$ cat src/rtl/ipsc_pkg.sv
/*
 Shared constants and types of the interconnect port service link.
 Assumes both ends and the link interface import it.
*/
package ipsc_pkg;
   // Field widths and depths
   localparam int CHAR_W = 8;
   localparam int LEN_W = 5;
   localparam int CONN_W = 4;
   localparam int BUF_W = 4;
   localparam int TXQ_DEPTH = 8;
   localparam int SBUF_DEPTH = 16;
   localparam int RBUF_DEPTH = 16;
   // Reserved values and first connection identifier
   localparam logic [BUF_W-1:0] BUF_NULL = 4'h0;
   localparam logic [CONN_W-1:0] CONN_NONE = 4'h0;
   localparam logic [CONN_W-1:0] CONN_FIRST = 4'h1;

   typedef enum logic [2:0] {
      OP_CONNECT = 3'h0,
      OP_LISTEN = 3'h1,
      OP_SEND = 3'h2,
      OP_RECV = 3'h3,
      OP_CLOSE = 3'h4,
      OP_RESET = 3'h5
   } ipsc_op_t;

   typedef enum logic [2:0] {
      RSP_GOOD = 3'h0,
      RSP_INV_CONN = 3'h1,
      RSP_INV_BUF = 3'h2,
      RSP_TX_NO_SPACE = 3'h3,
      RSP_RECV_PEND = 3'h4,
      RSP_PORT_IN_USE = 3'h5,
      RSP_BAD_OP = 3'h6
   } ipsc_rsp_t;

   typedef enum logic [1:0] {
      IND_CONNECTED = 2'h0,
      IND_RECEIVED = 2'h1,
      IND_CLOSED = 2'h2,
      IND_RESET_RCVD = 2'h3
   } ipsc_ind_t;
endpackage
$ cat src/rtl/ipsc_if.sv
/*
 Service link between the upper transport port and the interconnect port.
 Assumes both ends share one clock; the bench instantiates it.
*/
interface ipsc_if;
   import ipsc_pkg::*;
   // Requests
   logic req_valid;
   ipsc_op_t req_op;
   logic [CONN_W-1:0] req_conn;
   logic [BUF_W-1:0] req_buf;
   logic [LEN_W-1:0] req_len;
   // Responses
   logic rsp_valid;
   ipsc_rsp_t rsp_code;
   // Indications
   logic ind_valid;
   ipsc_ind_t ind_kind;
   logic [CONN_W-1:0] ind_conn;
   logic [BUF_W-1:0] ind_buf;
   logic [LEN_W-1:0] ind_cnt;
   // Send buffer copy
   logic wr_valid;
   logic [CHAR_W-1:0] wr_data;
   logic wr_ready;
   // Received characters into the receive buffer
   logic dlv_valid;
   logic [CHAR_W-1:0] dlv_data;

   modport dev (
      input req_valid, req_op, req_conn, req_buf, req_len,
      output rsp_valid, rsp_code,
      output ind_valid, ind_kind, ind_conn, ind_buf, ind_cnt,
      input wr_valid, wr_data,
      output wr_ready, dlv_valid, dlv_data
   );
   modport host (
      output req_valid, req_op, req_conn, req_buf, req_len,
      input rsp_valid, rsp_code,
      input ind_valid, ind_kind, ind_conn, ind_buf, ind_cnt,
      output wr_valid, wr_data,
      input wr_ready, dlv_valid, dlv_data
   );
endinterface

$ cat src/rtl/ipsc_dev.sv
/*
 Interconnect port end: service request handling, transmit queue and
 receive delivery. Assumes the link side runs on clk_i and that the
 word FIFO module is compiled with it.
*/
module ipsc_dev
   import ipsc_pkg::*;
#(
   parameter int DEPTH = TXQ_DEPTH
) (
   // Clock and reset
   input wire logic clk_i,
   input wire logic rst_i,
   // Service link
   ipsc_if.dev port_if,
   // Transmit characters
   output logic tx_valid_o,
   output logic [CHAR_W-1:0] tx_data_o,
   input wire logic tx_ready_i,
   // Receive characters
   input wire logic rx_valid_i,
   input wire logic [CHAR_W-1:0] rx_data_i,
   output logic rx_ready_o,
   // Port reset to and from the far end
   output logic rst_send_o,
   input wire logic rst_rcvd_i
);
   localparam int LW = $clog2(DEPTH+1);

   typedef enum logic [1:0] {
      ST_IDLE = 2'b00,
      ST_OPEN = 2'b01,
      ST_COPY = 2'b10,
      ST_CLOSING = 2'b11
   } ipsc_dst_t;

   ipsc_dst_t st_q;
   logic [CONN_W-1:0] conn_q, next_id_q, ind_conn_q;
   logic rsp_valid_q, ind_valid_q, wr_ready_q, rcv_act_q, rx_ready_q;
   ipsc_rsp_t rsp_code_q;
   ipsc_ind_t ind_kind_q;
   logic [BUF_W-1:0] ind_buf_q, rcv_buf_q;
   logic [LEN_W-1:0] ind_cnt_q, left_q, rcv_max_q, rcv_cnt_q;
   logic dlv_valid_q, rst_send_q;
   logic [CHAR_W-1:0] dlv_data_q;
   logic [LW-1:0] level;
   logic txq_ready, req, conn_ok, buf_ok, space_ok, wr_take, rx_take;
   logic conn_go, close_go, rcv_go, rcv_done, closed_go;

   assign req = port_if.req_valid;
   assign conn_ok = st_q == ST_OPEN && port_if.req_conn == conn_q;
   assign buf_ok = port_if.req_buf != BUF_NULL;
   assign space_ok = int'(port_if.req_len) <= DEPTH - int'(level);
   assign wr_take = port_if.wr_valid & wr_ready_q & txq_ready;
   assign rx_take = rx_valid_i & rx_ready_q;
   assign conn_go = req && st_q == ST_IDLE && !rst_rcvd_i &&
      (port_if.req_op == OP_CONNECT || port_if.req_op == OP_LISTEN);
   assign close_go = req && port_if.req_op == OP_CLOSE && conn_ok;
   assign rcv_go = req && port_if.req_op == OP_RECV && conn_ok && buf_ok &&
      !rcv_act_q;
   // Chunk ends at max, first gap after data, or on close
   assign rcv_done = rcv_act_q && (rcv_cnt_q == rcv_max_q ||
      (rx_ready_q && !rx_valid_i && rcv_cnt_q != '0) ||
      st_q == ST_CLOSING);
   assign closed_go = st_q == ST_CLOSING && !rcv_act_q && level == '0 &&
      !req && !rst_rcvd_i;

   assign port_if.rsp_valid = rsp_valid_q;
   assign port_if.rsp_code = rsp_code_q;
   assign port_if.ind_valid = ind_valid_q;
   assign port_if.ind_kind = ind_kind_q;
   assign port_if.ind_conn = ind_conn_q;
   assign port_if.ind_buf = ind_buf_q;
   assign port_if.ind_cnt = ind_cnt_q;
   assign port_if.wr_ready = wr_ready_q;
   assign port_if.dlv_valid = dlv_valid_q;
   assign port_if.dlv_data = dlv_data_q;
   assign rx_ready_o = rx_ready_q;
   assign rst_send_o = rst_send_q;

   // Own copy of send data, drained in order
   ipsc_txq #(
      .W(CHAR_W),
      .D(DEPTH)
   ) u_txq (
      .clk_i(clk_i),
      .rst_i(rst_i),
      .in_valid_i(wr_take),
      .in_data_i(port_if.wr_data),
      .in_ready_o(txq_ready),
      .out_valid_o(tx_valid_o),
      .out_data_o(tx_data_o),
      .out_ready_i(tx_ready_i),
      .level_o(level)
   );

   // Connection state and request answers
   always_ff @(posedge clk_i) begin
      if (rst_i) begin
         st_q <= ST_IDLE;
         conn_q <= CONN_NONE;
         next_id_q <= CONN_FIRST;
         rsp_valid_q <= 1'b0;
         rsp_code_q <= RSP_GOOD;
         left_q <= '0;
         wr_ready_q <= 1'b0;
         rst_send_q <= 1'b0;
      end else begin
         rsp_valid_q <= 1'b0;
         rst_send_q <= 1'b0;
         if (rst_rcvd_i) begin
            st_q <= ST_IDLE;
            wr_ready_q <= 1'b0;
         end else if (st_q == ST_COPY) begin
            if (wr_take) begin
               left_q <= left_q - 1'b1;
               if (left_q == LEN_W'(1)) begin
                  wr_ready_q <= 1'b0;
                  st_q <= ST_OPEN;
                  rsp_valid_q <= 1'b1;
                  rsp_code_q <= RSP_GOOD;
               end
            end
         end else if (req) begin
            rsp_valid_q <= 1'b1;
            case (port_if.req_op)
               OP_CONNECT, OP_LISTEN: begin
                  if (conn_go) begin
                     conn_q <= next_id_q;
                     next_id_q <= (next_id_q == '1) ? CONN_FIRST :
                        next_id_q + 1'b1;
                     st_q <= ST_OPEN;
                     rsp_code_q <= RSP_GOOD;
                  end else begin
                     rsp_code_q <= RSP_PORT_IN_USE;
                  end
               end
               OP_SEND: begin
                  if (!conn_ok) begin
                     rsp_code_q <= RSP_INV_CONN;
                  end else if (!buf_ok) begin
                     rsp_code_q <= RSP_INV_BUF;
                  end else if (!space_ok) begin
                     rsp_code_q <= RSP_TX_NO_SPACE;
                  end else if (port_if.req_len == '0) begin
                     rsp_code_q <= RSP_GOOD;
                  end else begin
                     rsp_valid_q <= 1'b0;
                     st_q <= ST_COPY;
                     left_q <= port_if.req_len;
                     wr_ready_q <= 1'b1;
                  end
               end
               OP_RECV: begin
                  if (!conn_ok) begin
                     rsp_code_q <= RSP_INV_CONN;
                  end else if (!buf_ok) begin
                     rsp_code_q <= RSP_INV_BUF;
                  end else if (rcv_act_q) begin
                     rsp_code_q <= RSP_RECV_PEND;
                  end else begin
                     rsp_code_q <= RSP_GOOD;
                  end
               end
               OP_CLOSE: begin
                  if (close_go) begin
                     st_q <= ST_CLOSING;
                     rsp_code_q <= RSP_GOOD;
                  end else begin
                     rsp_code_q <= RSP_INV_CONN;
                  end
               end
               OP_RESET: begin
                  rst_send_q <= 1'b1;
                  rsp_code_q <= RSP_GOOD;
               end
               default: begin
                  rsp_code_q <= RSP_BAD_OP;
               end
            endcase
         end else if (closed_go) begin
            st_q <= ST_IDLE;
         end
      end
   end

   // Outstanding receive and character delivery
   always_ff @(posedge clk_i) begin
      if (rst_i || rst_rcvd_i) begin
         rcv_act_q <= 1'b0;
         rcv_buf_q <= BUF_NULL;
         rcv_max_q <= '0;
         rcv_cnt_q <= '0;
         rx_ready_q <= 1'b0;
         dlv_valid_q <= 1'b0;
         dlv_data_q <= '0;
      end else begin
         dlv_valid_q <= rx_take;
         if (rx_take) begin
            dlv_data_q <= rx_data_i;
         end
         if (rcv_done) begin
            rcv_act_q <= 1'b0;
            rx_ready_q <= 1'b0;
         end else if (rcv_go) begin
            rcv_act_q <= 1'b1;
            rcv_buf_q <= port_if.req_buf;
            rcv_max_q <= port_if.req_len;
            rcv_cnt_q <= '0;
            rx_ready_q <= port_if.req_len != '0;
         end else begin
            if (rx_take) begin
               rcv_cnt_q <= rcv_cnt_q + 1'b1;
            end
            rx_ready_q <= rcv_act_q && st_q == ST_OPEN && !close_go &&
               (rx_take ? rcv_cnt_q + 1'b1 < rcv_max_q :
               rcv_cnt_q < rcv_max_q);
         end
      end
   end

   // Indications, one at a time
   always_ff @(posedge clk_i) begin
      if (rst_i) begin
         ind_valid_q <= 1'b0;
         ind_kind_q <= IND_CONNECTED;
         ind_conn_q <= CONN_NONE;
         ind_buf_q <= BUF_NULL;
         ind_cnt_q <= '0;
      end else begin
         ind_valid_q <= rst_rcvd_i | conn_go | rcv_done | closed_go;
         ind_conn_q <= conn_q;
         if (rst_rcvd_i) begin
            ind_kind_q <= IND_RESET_RCVD;
         end else if (conn_go) begin
            ind_kind_q <= IND_CONNECTED;
            ind_conn_q <= next_id_q;
         end else if (rcv_done) begin
            ind_kind_q <= IND_RECEIVED;
            ind_buf_q <= rcv_buf_q;
            ind_cnt_q <= rcv_cnt_q;
         end else if (closed_go) begin
            ind_kind_q <= IND_CLOSED;
         end
      end
   end
endmodule

$ cat src/rtl/ipsc_host.sv
/*
 Upper transport port end: issues service requests one at a time, holds
 the send and receive buffers. Assumes a single clk_i with the far end.
 Also holds the word FIFO that the interconnect end keeps its copy in.
*/


module ipsc_txq #(
   parameter int W = 8,
   parameter int D = 8
) (
   // Clock and reset
   input wire logic clk_i,
   input wire logic rst_i,
   // Fill side
   input wire logic in_valid_i,
   input wire logic [W-1:0] in_data_i,
   output logic in_ready_o,
   // Drain side
   output logic out_valid_o,
   output logic [W-1:0] out_data_o,
   input wire logic out_ready_i,
   // Fill level
   output logic [$clog2(D+1)-1:0] level_o
);
   localparam int AW = $clog2(D);
   localparam int LW = $clog2(D+1);
   logic [W-1:0] mem_q [D];
   logic [AW-1:0] wr_q;
   logic [AW-1:0] rd_q;
   logic [LW-1:0] cnt_q;
   logic push;
   logic pop;

   assign in_ready_o = cnt_q != LW'(D);
   assign out_valid_o = cnt_q != '0;
   assign out_data_o = mem_q[rd_q];
   assign level_o = cnt_q;
   assign push = in_valid_i & in_ready_o;
   assign pop = out_valid_o & out_ready_i;

   // Storage, one flop word per entry
   for (genvar i = 0; i < D; i++) begin : g_ent
      always_ff @(posedge clk_i) begin
         if (push && wr_q == AW'(i)) begin
            mem_q[i] <= in_data_i;
         end
      end
   end

   // Strict arrival order keeps earlier sends ahead
   always_ff @(posedge clk_i) begin
      if (rst_i) begin
         wr_q <= '0;
         rd_q <= '0;
         cnt_q <= '0;
      end else begin
         if (push) begin
            wr_q <= (wr_q == AW'(D-1)) ? '0 : wr_q + 1'b1;
         end
         if (pop) begin
            rd_q <= (rd_q == AW'(D-1)) ? '0 : rd_q + 1'b1;
         end
         if (push && !pop) begin
            cnt_q <= cnt_q + 1'b1;
         end else if (pop && !push) begin
            cnt_q <= cnt_q - 1'b1;
         end
      end
   end
endmodule

$ cat src/flat_wrapper.sv
// flat-port wrapper written by rule: the top's interface ports become plain ports
module ipsc_dev_flat import ipsc_pkg::*;
#(
   parameter int DEPTH = TXQ_DEPTH
)
  (clk_i, rst_i, tx_valid_o, tx_data_o, tx_ready_i, rx_valid_i, rx_data_i, rx_ready_o, rst_send_o, rst_rcvd_i, port_if_req_valid, port_if_req_op, port_if_req_conn, port_if_req_buf, port_if_req_len, port_if_rsp_valid, port_if_rsp_code, port_if_ind_valid, port_if_ind_kind, port_if_ind_conn, port_if_ind_buf, port_if_ind_cnt, port_if_wr_valid, port_if_wr_data, port_if_wr_ready, port_if_dlv_valid, port_if_dlv_data);
  ipsc_if port_if_i ();
  input wire logic clk_i;
  input wire logic rst_i;
  output logic tx_valid_o;
  output logic [CHAR_W-1:0] tx_data_o;
  input wire logic tx_ready_i;
  input wire logic rx_valid_i;
  input wire logic [CHAR_W-1:0] rx_data_i;
  output logic rx_ready_o;
  output logic rst_send_o;
  input wire logic rst_rcvd_i;
  input wire logic [$bits(port_if_i.req_valid)-1:0] port_if_req_valid;
  input wire logic [$bits(port_if_i.req_op)-1:0] port_if_req_op;
  input wire logic [$bits(port_if_i.req_conn)-1:0] port_if_req_conn;
  input wire logic [$bits(port_if_i.req_buf)-1:0] port_if_req_buf;
  input wire logic [$bits(port_if_i.req_len)-1:0] port_if_req_len;
  output wire logic [$bits(port_if_i.rsp_valid)-1:0] port_if_rsp_valid;
  output wire logic [$bits(port_if_i.rsp_code)-1:0] port_if_rsp_code;
  output wire logic [$bits(port_if_i.ind_valid)-1:0] port_if_ind_valid;
  output wire logic [$bits(port_if_i.ind_kind)-1:0] port_if_ind_kind;
  output wire logic [$bits(port_if_i.ind_conn)-1:0] port_if_ind_conn;
  output wire logic [$bits(port_if_i.ind_buf)-1:0] port_if_ind_buf;
  output wire logic [$bits(port_if_i.ind_cnt)-1:0] port_if_ind_cnt;
  input wire logic [$bits(port_if_i.wr_valid)-1:0] port_if_wr_valid;
  input wire logic [$bits(port_if_i.wr_data)-1:0] port_if_wr_data;
  output wire logic [$bits(port_if_i.wr_ready)-1:0] port_if_wr_ready;
  output wire logic [$bits(port_if_i.dlv_valid)-1:0] port_if_dlv_valid;
  output wire logic [$bits(port_if_i.dlv_data)-1:0] port_if_dlv_data;
  assign port_if_i.req_valid = port_if_req_valid;
  assign port_if_i.req_op = port_if_req_op;
  assign port_if_i.req_conn = port_if_req_conn;
  assign port_if_i.req_buf = port_if_req_buf;
  assign port_if_i.req_len = port_if_req_len;
  assign port_if_rsp_valid = port_if_i.rsp_valid;
  assign port_if_rsp_code = port_if_i.rsp_code;
  assign port_if_ind_valid = port_if_i.ind_valid;
  assign port_if_ind_kind = port_if_i.ind_kind;
  assign port_if_ind_conn = port_if_i.ind_conn;
  assign port_if_ind_buf = port_if_i.ind_buf;
  assign port_if_ind_cnt = port_if_i.ind_cnt;
  assign port_if_i.wr_valid = port_if_wr_valid;
  assign port_if_i.wr_data = port_if_wr_data;
  assign port_if_wr_ready = port_if_i.wr_ready;
  assign port_if_dlv_valid = port_if_i.dlv_valid;
  assign port_if_dlv_data = port_if_i.dlv_data;
  ipsc_dev #(.DEPTH(DEPTH)) u_core (.clk_i(clk_i), .rst_i(rst_i), .port_if(port_if_i), .tx_valid_o(tx_valid_o), .tx_data_o(tx_data_o), .tx_ready_i(tx_ready_i), .rx_valid_i(rx_valid_i), .rx_data_i(rx_data_i), .rx_ready_o(rx_ready_o), .rst_send_o(rst_send_o), .rst_rcvd_i(rst_rcvd_i));
endmodule
$ cat config.mk
export PLATFORM = sky130hd
export DESIGN_NAME = ipsc_dev_flat
export DESIGN_NICKNAME = d
export VERILOG_FILES = /design/src/rtl/ipsc_pkg.sv /design/src/rtl/ipsc_if.sv /design/src/rtl/ipsc_dev.sv /design/src/rtl/ipsc_host.sv /design/src/flat_wrapper.sv
export SDC_FILE = /design/constraint.sdc
export NUM_CORES = 1
export LEC_CHECK = 0
export BUFFER_PORTS_ARGS = -buffer_cell sky130_fd_sc_hd__buf_2
export CAP_MARGIN = 10
export CORE_UTILIZATION = 60
export DETAILED_ROUTE_END_ITERATION = 10
export PLACE_DENSITY = 0.83
export SETUP_SLACK_MARGIN = 0.3
export SLEW_MARGIN = 0
export SYNTH_ARGS = -nofsm -noshare
export SYNTH_HDL_FRONTEND = slang
export SYNTH_SLANG_ARGS = --single-unit
export TNS_END_PERCENT = 100
$ cat constraint.sdc
create_clock -name clk_i -period 4.43 [get_ports clk_i]
set_clock_uncertainty 0.2 [all_clocks]
set_input_delay 0.6645 -clock clk_i [delete_from_list [all_inputs] [get_ports clk_i]]
set_output_delay 0.6645 -clock clk_i [all_outputs]
set_load 0.01 [all_outputs]
==> results.ini <==
[timing]
setup_ws_ns=1.14
fin_crit_sh=0.743
hold_viol=0
setup_viol=0
hold_ws_ns=0.173
final.min_clock_period_ns=3.29
drv_slew=0
relSlewSlack=0.482
max_freq_ghz=0.304
fin_tns_setup_ns=0
tightest_slew_ns=0.776
rsz0062_at_grt=no

[finish]
diodes=0
regArea_mm2=0.00342
drive_gt1_frac=0.237
fill_cells=707
final_nets=696
area_delta_synth_final_pct=17.0
final_area_mm2=0.00744
post-route-util=0.721
multi_input_area_mm2=0.00273

[floorplan]
dieWidth_um=105
dieArea_mm2=0.0110
std_cell_rows=37
die_h_um=105
ios=80
start_util=0.616
core_area_mm2=0.0103

[setup_path]
cp-end-kind=flop
crit_path_start=u_core.u_txq.level_o[0]
worst_setup_path_start_kind=flop
crit_fanout=6
arrival_ns=3.54
crit_required_ns=4.68
crit_end=u_core.u_txq.level_o[3]
rrSetupSlack_ns=1.14
slowest_stage=or3b_2
reg2reg_from=u_core.u_txq.level_o[0]
cp.depth=12
cpPeakStageDelay_ns=0.55
cpMostUsedCell=ha_1
r2r_cells=12
crit_buf_inv=2
crit_chain=inv_1, ha_1, or3b_2, nand2_1, ha_1, inv_1, ha_1, a21o_1, a21oi_1, xnor2_1, or3_1, a21oi_1
critical_path.top_delay_family=simple AND/OR/NAND/NOR gates
r2r_end=u_core.u_txq.level_o[3]
setup.worst_path.class=reg2reg

[routing]
vias=4573
drcViolationCount=0
drt_first_pass_iters=5
ant_nets=0
wl_per_cell_um=18.0
first_iter_violations=275
drt-vias-per-instance=5.91
drt_wl_total_um=13900

[power]
p_per_area_mw_per_mm2=474
peakVddDrop_uv=252
p_leak_nw=2.84

[synthesis]
ys_async_sr_fraction=0
yosys_register_bits=139
synth_top_family_by_area=simple AND/OR/NAND/NOR gates
synthFlopType=dfxtp_1
yosysSeqAreaShare=0.538
synth_mux_area_frac=0.110
synth_area_mm2=0.00636
synth_warnings=0
synth-edff-count=64
avgSynthCellArea_um2=11.6
syn_inst=547
synthDistinctLibCells=60
synth-simple-area-share=0.141
synth_nets=618
synth-xor-area-share=0.0193
synth_compound_area_frac=0.0938
synthAdderAreaFrac=0.0657

[global_routing]
antenna_found_initial=0
grt_use_total=0.264
grt_max_degree=41
overflow=0
first_global_vias=4444
grt_first_pass_wirelength_um=22400

[flow_run]
drv_cap=0

[clocking]
htree_levels=4
cts.sinks=139
clk_path_buf_depth=2
numCtsBuffers=17
cts_setup_buffers=0
cts_resized=0
clkTransAtPathRegs_ns=0.07
cts_root_buf=clkbuf_8
cts_hold_buf=0
clkLatencyLatePin_ns=0.52
tritoncts=built

[status]
status=finished, final reports clean

[place]
numPortBuffers=79
pre_cts_slack_ns=1.17
gp_congestion=0.894
place_area_mm2=0.00684
place_hpwl_um=9450

[min_path]
hp-class=in2reg
worstHoldPathCells=3

[how the worst min path moves through the flow]
stage                                           from                    endpoint  slack, ns
final                                   rx_data_i[7]  u_core.port_if.dlv_data[7]       0.17
after CTS                               rx_data_i[6]  u_core.port_if.dlv_data[6]       0.16
after global placement    u_core.port_if.dlv_data[4]  u_core.port_if.dlv_data[4]       0.24
after floorplan                 u_core.u_txq.rd_q[2]                        flop       0.25
after detailed placement  u_core.port_if.dlv_data[4]  u_core.port_if.dlv_data[4]       0.25
after global routing                    rx_data_i[1]  u_core.port_if.dlv_data[1]       0.17
[logic make-up (layout without fill, tap and decap cells)]
family                     count (synthesis)  count (layout)
and+or+nand+nor                          175             175
muxes                                     49              49
AOI/OAI and AO/OA                         89              89
adders and majority gates                 33              33
buffers and inverters                     48             139
DFF                                      139             139
xor gates and xnor gates                  14              14
[metal layers]
metal	global-route usage	vias up	wire [um]
met4	0.101	0	299
li1	-	2153	-
met2	0.463	178	7260
met3	0.0568	22	713
met5	0	-	0
met1	0.319	2220	5650
[layout make-up]
class                           instances  area share
Tap cell                              136      0.0229
Clock buffer                           18      0.0561
Inverter                               24      0.0121
Timing Repair Buffer                   83      0.0572
Sequential cell                       139       0.460
Clock inverter                         14      0.0245
Multi-Input combinational cell        360       0.367
[worst min-delay path, cell delays in order]
cell and delay (ns):
buf_2 0.09, nand2_1 0.04, a21oi_1 0.05
[report_power, final]
part | internal (mW) | switching (mW)
combinational | 0.320 | 0.347
clock | 0.871 | 0.561
sequential | 1.37 | 0.0529
total | 2.57 | 0.961
[placed cells by master, fill, tap and decap left out, types with 4 or more instances in the layout]
cell type and count:
a211oi_1 4, a21oi_1 34, a32oi_1 4, and2_1 5, and3_1 10, buf_2 79, buf_4 4, clkbuf_16 16
dfxtp_1 75, edfxtp_1 64, ha_1 31, inv_1 22, inv_6 5, mux2_2 8, mux2i_1 25, mux4_2 16
nand2_1 43, nand2b_1 6, nand3_1 8, nor2_1 61, nor2b_1 5, nor3_1 5, nor3b_1 5, o21ai_0 16
o311ai_0 4, or3_1 5, xnor2_1 9, xor2_1 5
[metrics by stage]
stage	std cells	power, mW
2_1_floorplan	547	1.94
3_3_place_gp	742	2.07
3_5_place_dp	742	2.11
4_1_cts	774	3.54
5_1_grt	774	3.66
6_report	774	3.53
[synth_stat cells, types with 5 or more instances]
cell	count	area (um^2)
a21oi_1	34	170
nor3_1	5	25.0
nand2_1	43	161
and3_1	10	62.6
mux2_2	8	90.1
or3_1	5	31.3
nand3_1	8	40.0
nor2_1	61	229
o21ai_0	16	80.1
mux4_2	16	360
edfxtp_1	64	1920
and2_1	5	31.3
nand2b_1	6	37.5
xnor2_1	9	78.8
xor2_1	5	43.8
inv_1	22	82.6
nor3b_1	5	37.5
mux2i_1	25	250
clkbuf_1	13	48.8
ha_1	31	388
nor2b_1	5	31.3
dfxtp_1	75	1500
[flip-flops by register name, summed over array words and instances (netlist names), 3 cells and up, named ones only]
name                     count
u_core.u_txq.rd_q            3
u_core.port_if.rsp_code      3
u_core.left_q                5
u_core.rcv_buf_q             4
u_core.rcv_max_q             5
u_core.u_txq.mem_q          64
u_core.port_if.ind_buf       4
u_core.u_txq.wr_q            3
u_core.next_id_q             4
u_core.u_txq.level_o         4
u_core.conn_q                4
u_core.port_if.ind_conn      4
u_core.port_if.dlv_data      8
u_core.port_if.ind_cnt       5
u_core.rcv_cnt_q             5
No activity file was read; power rests on OpenSTA's default activity.
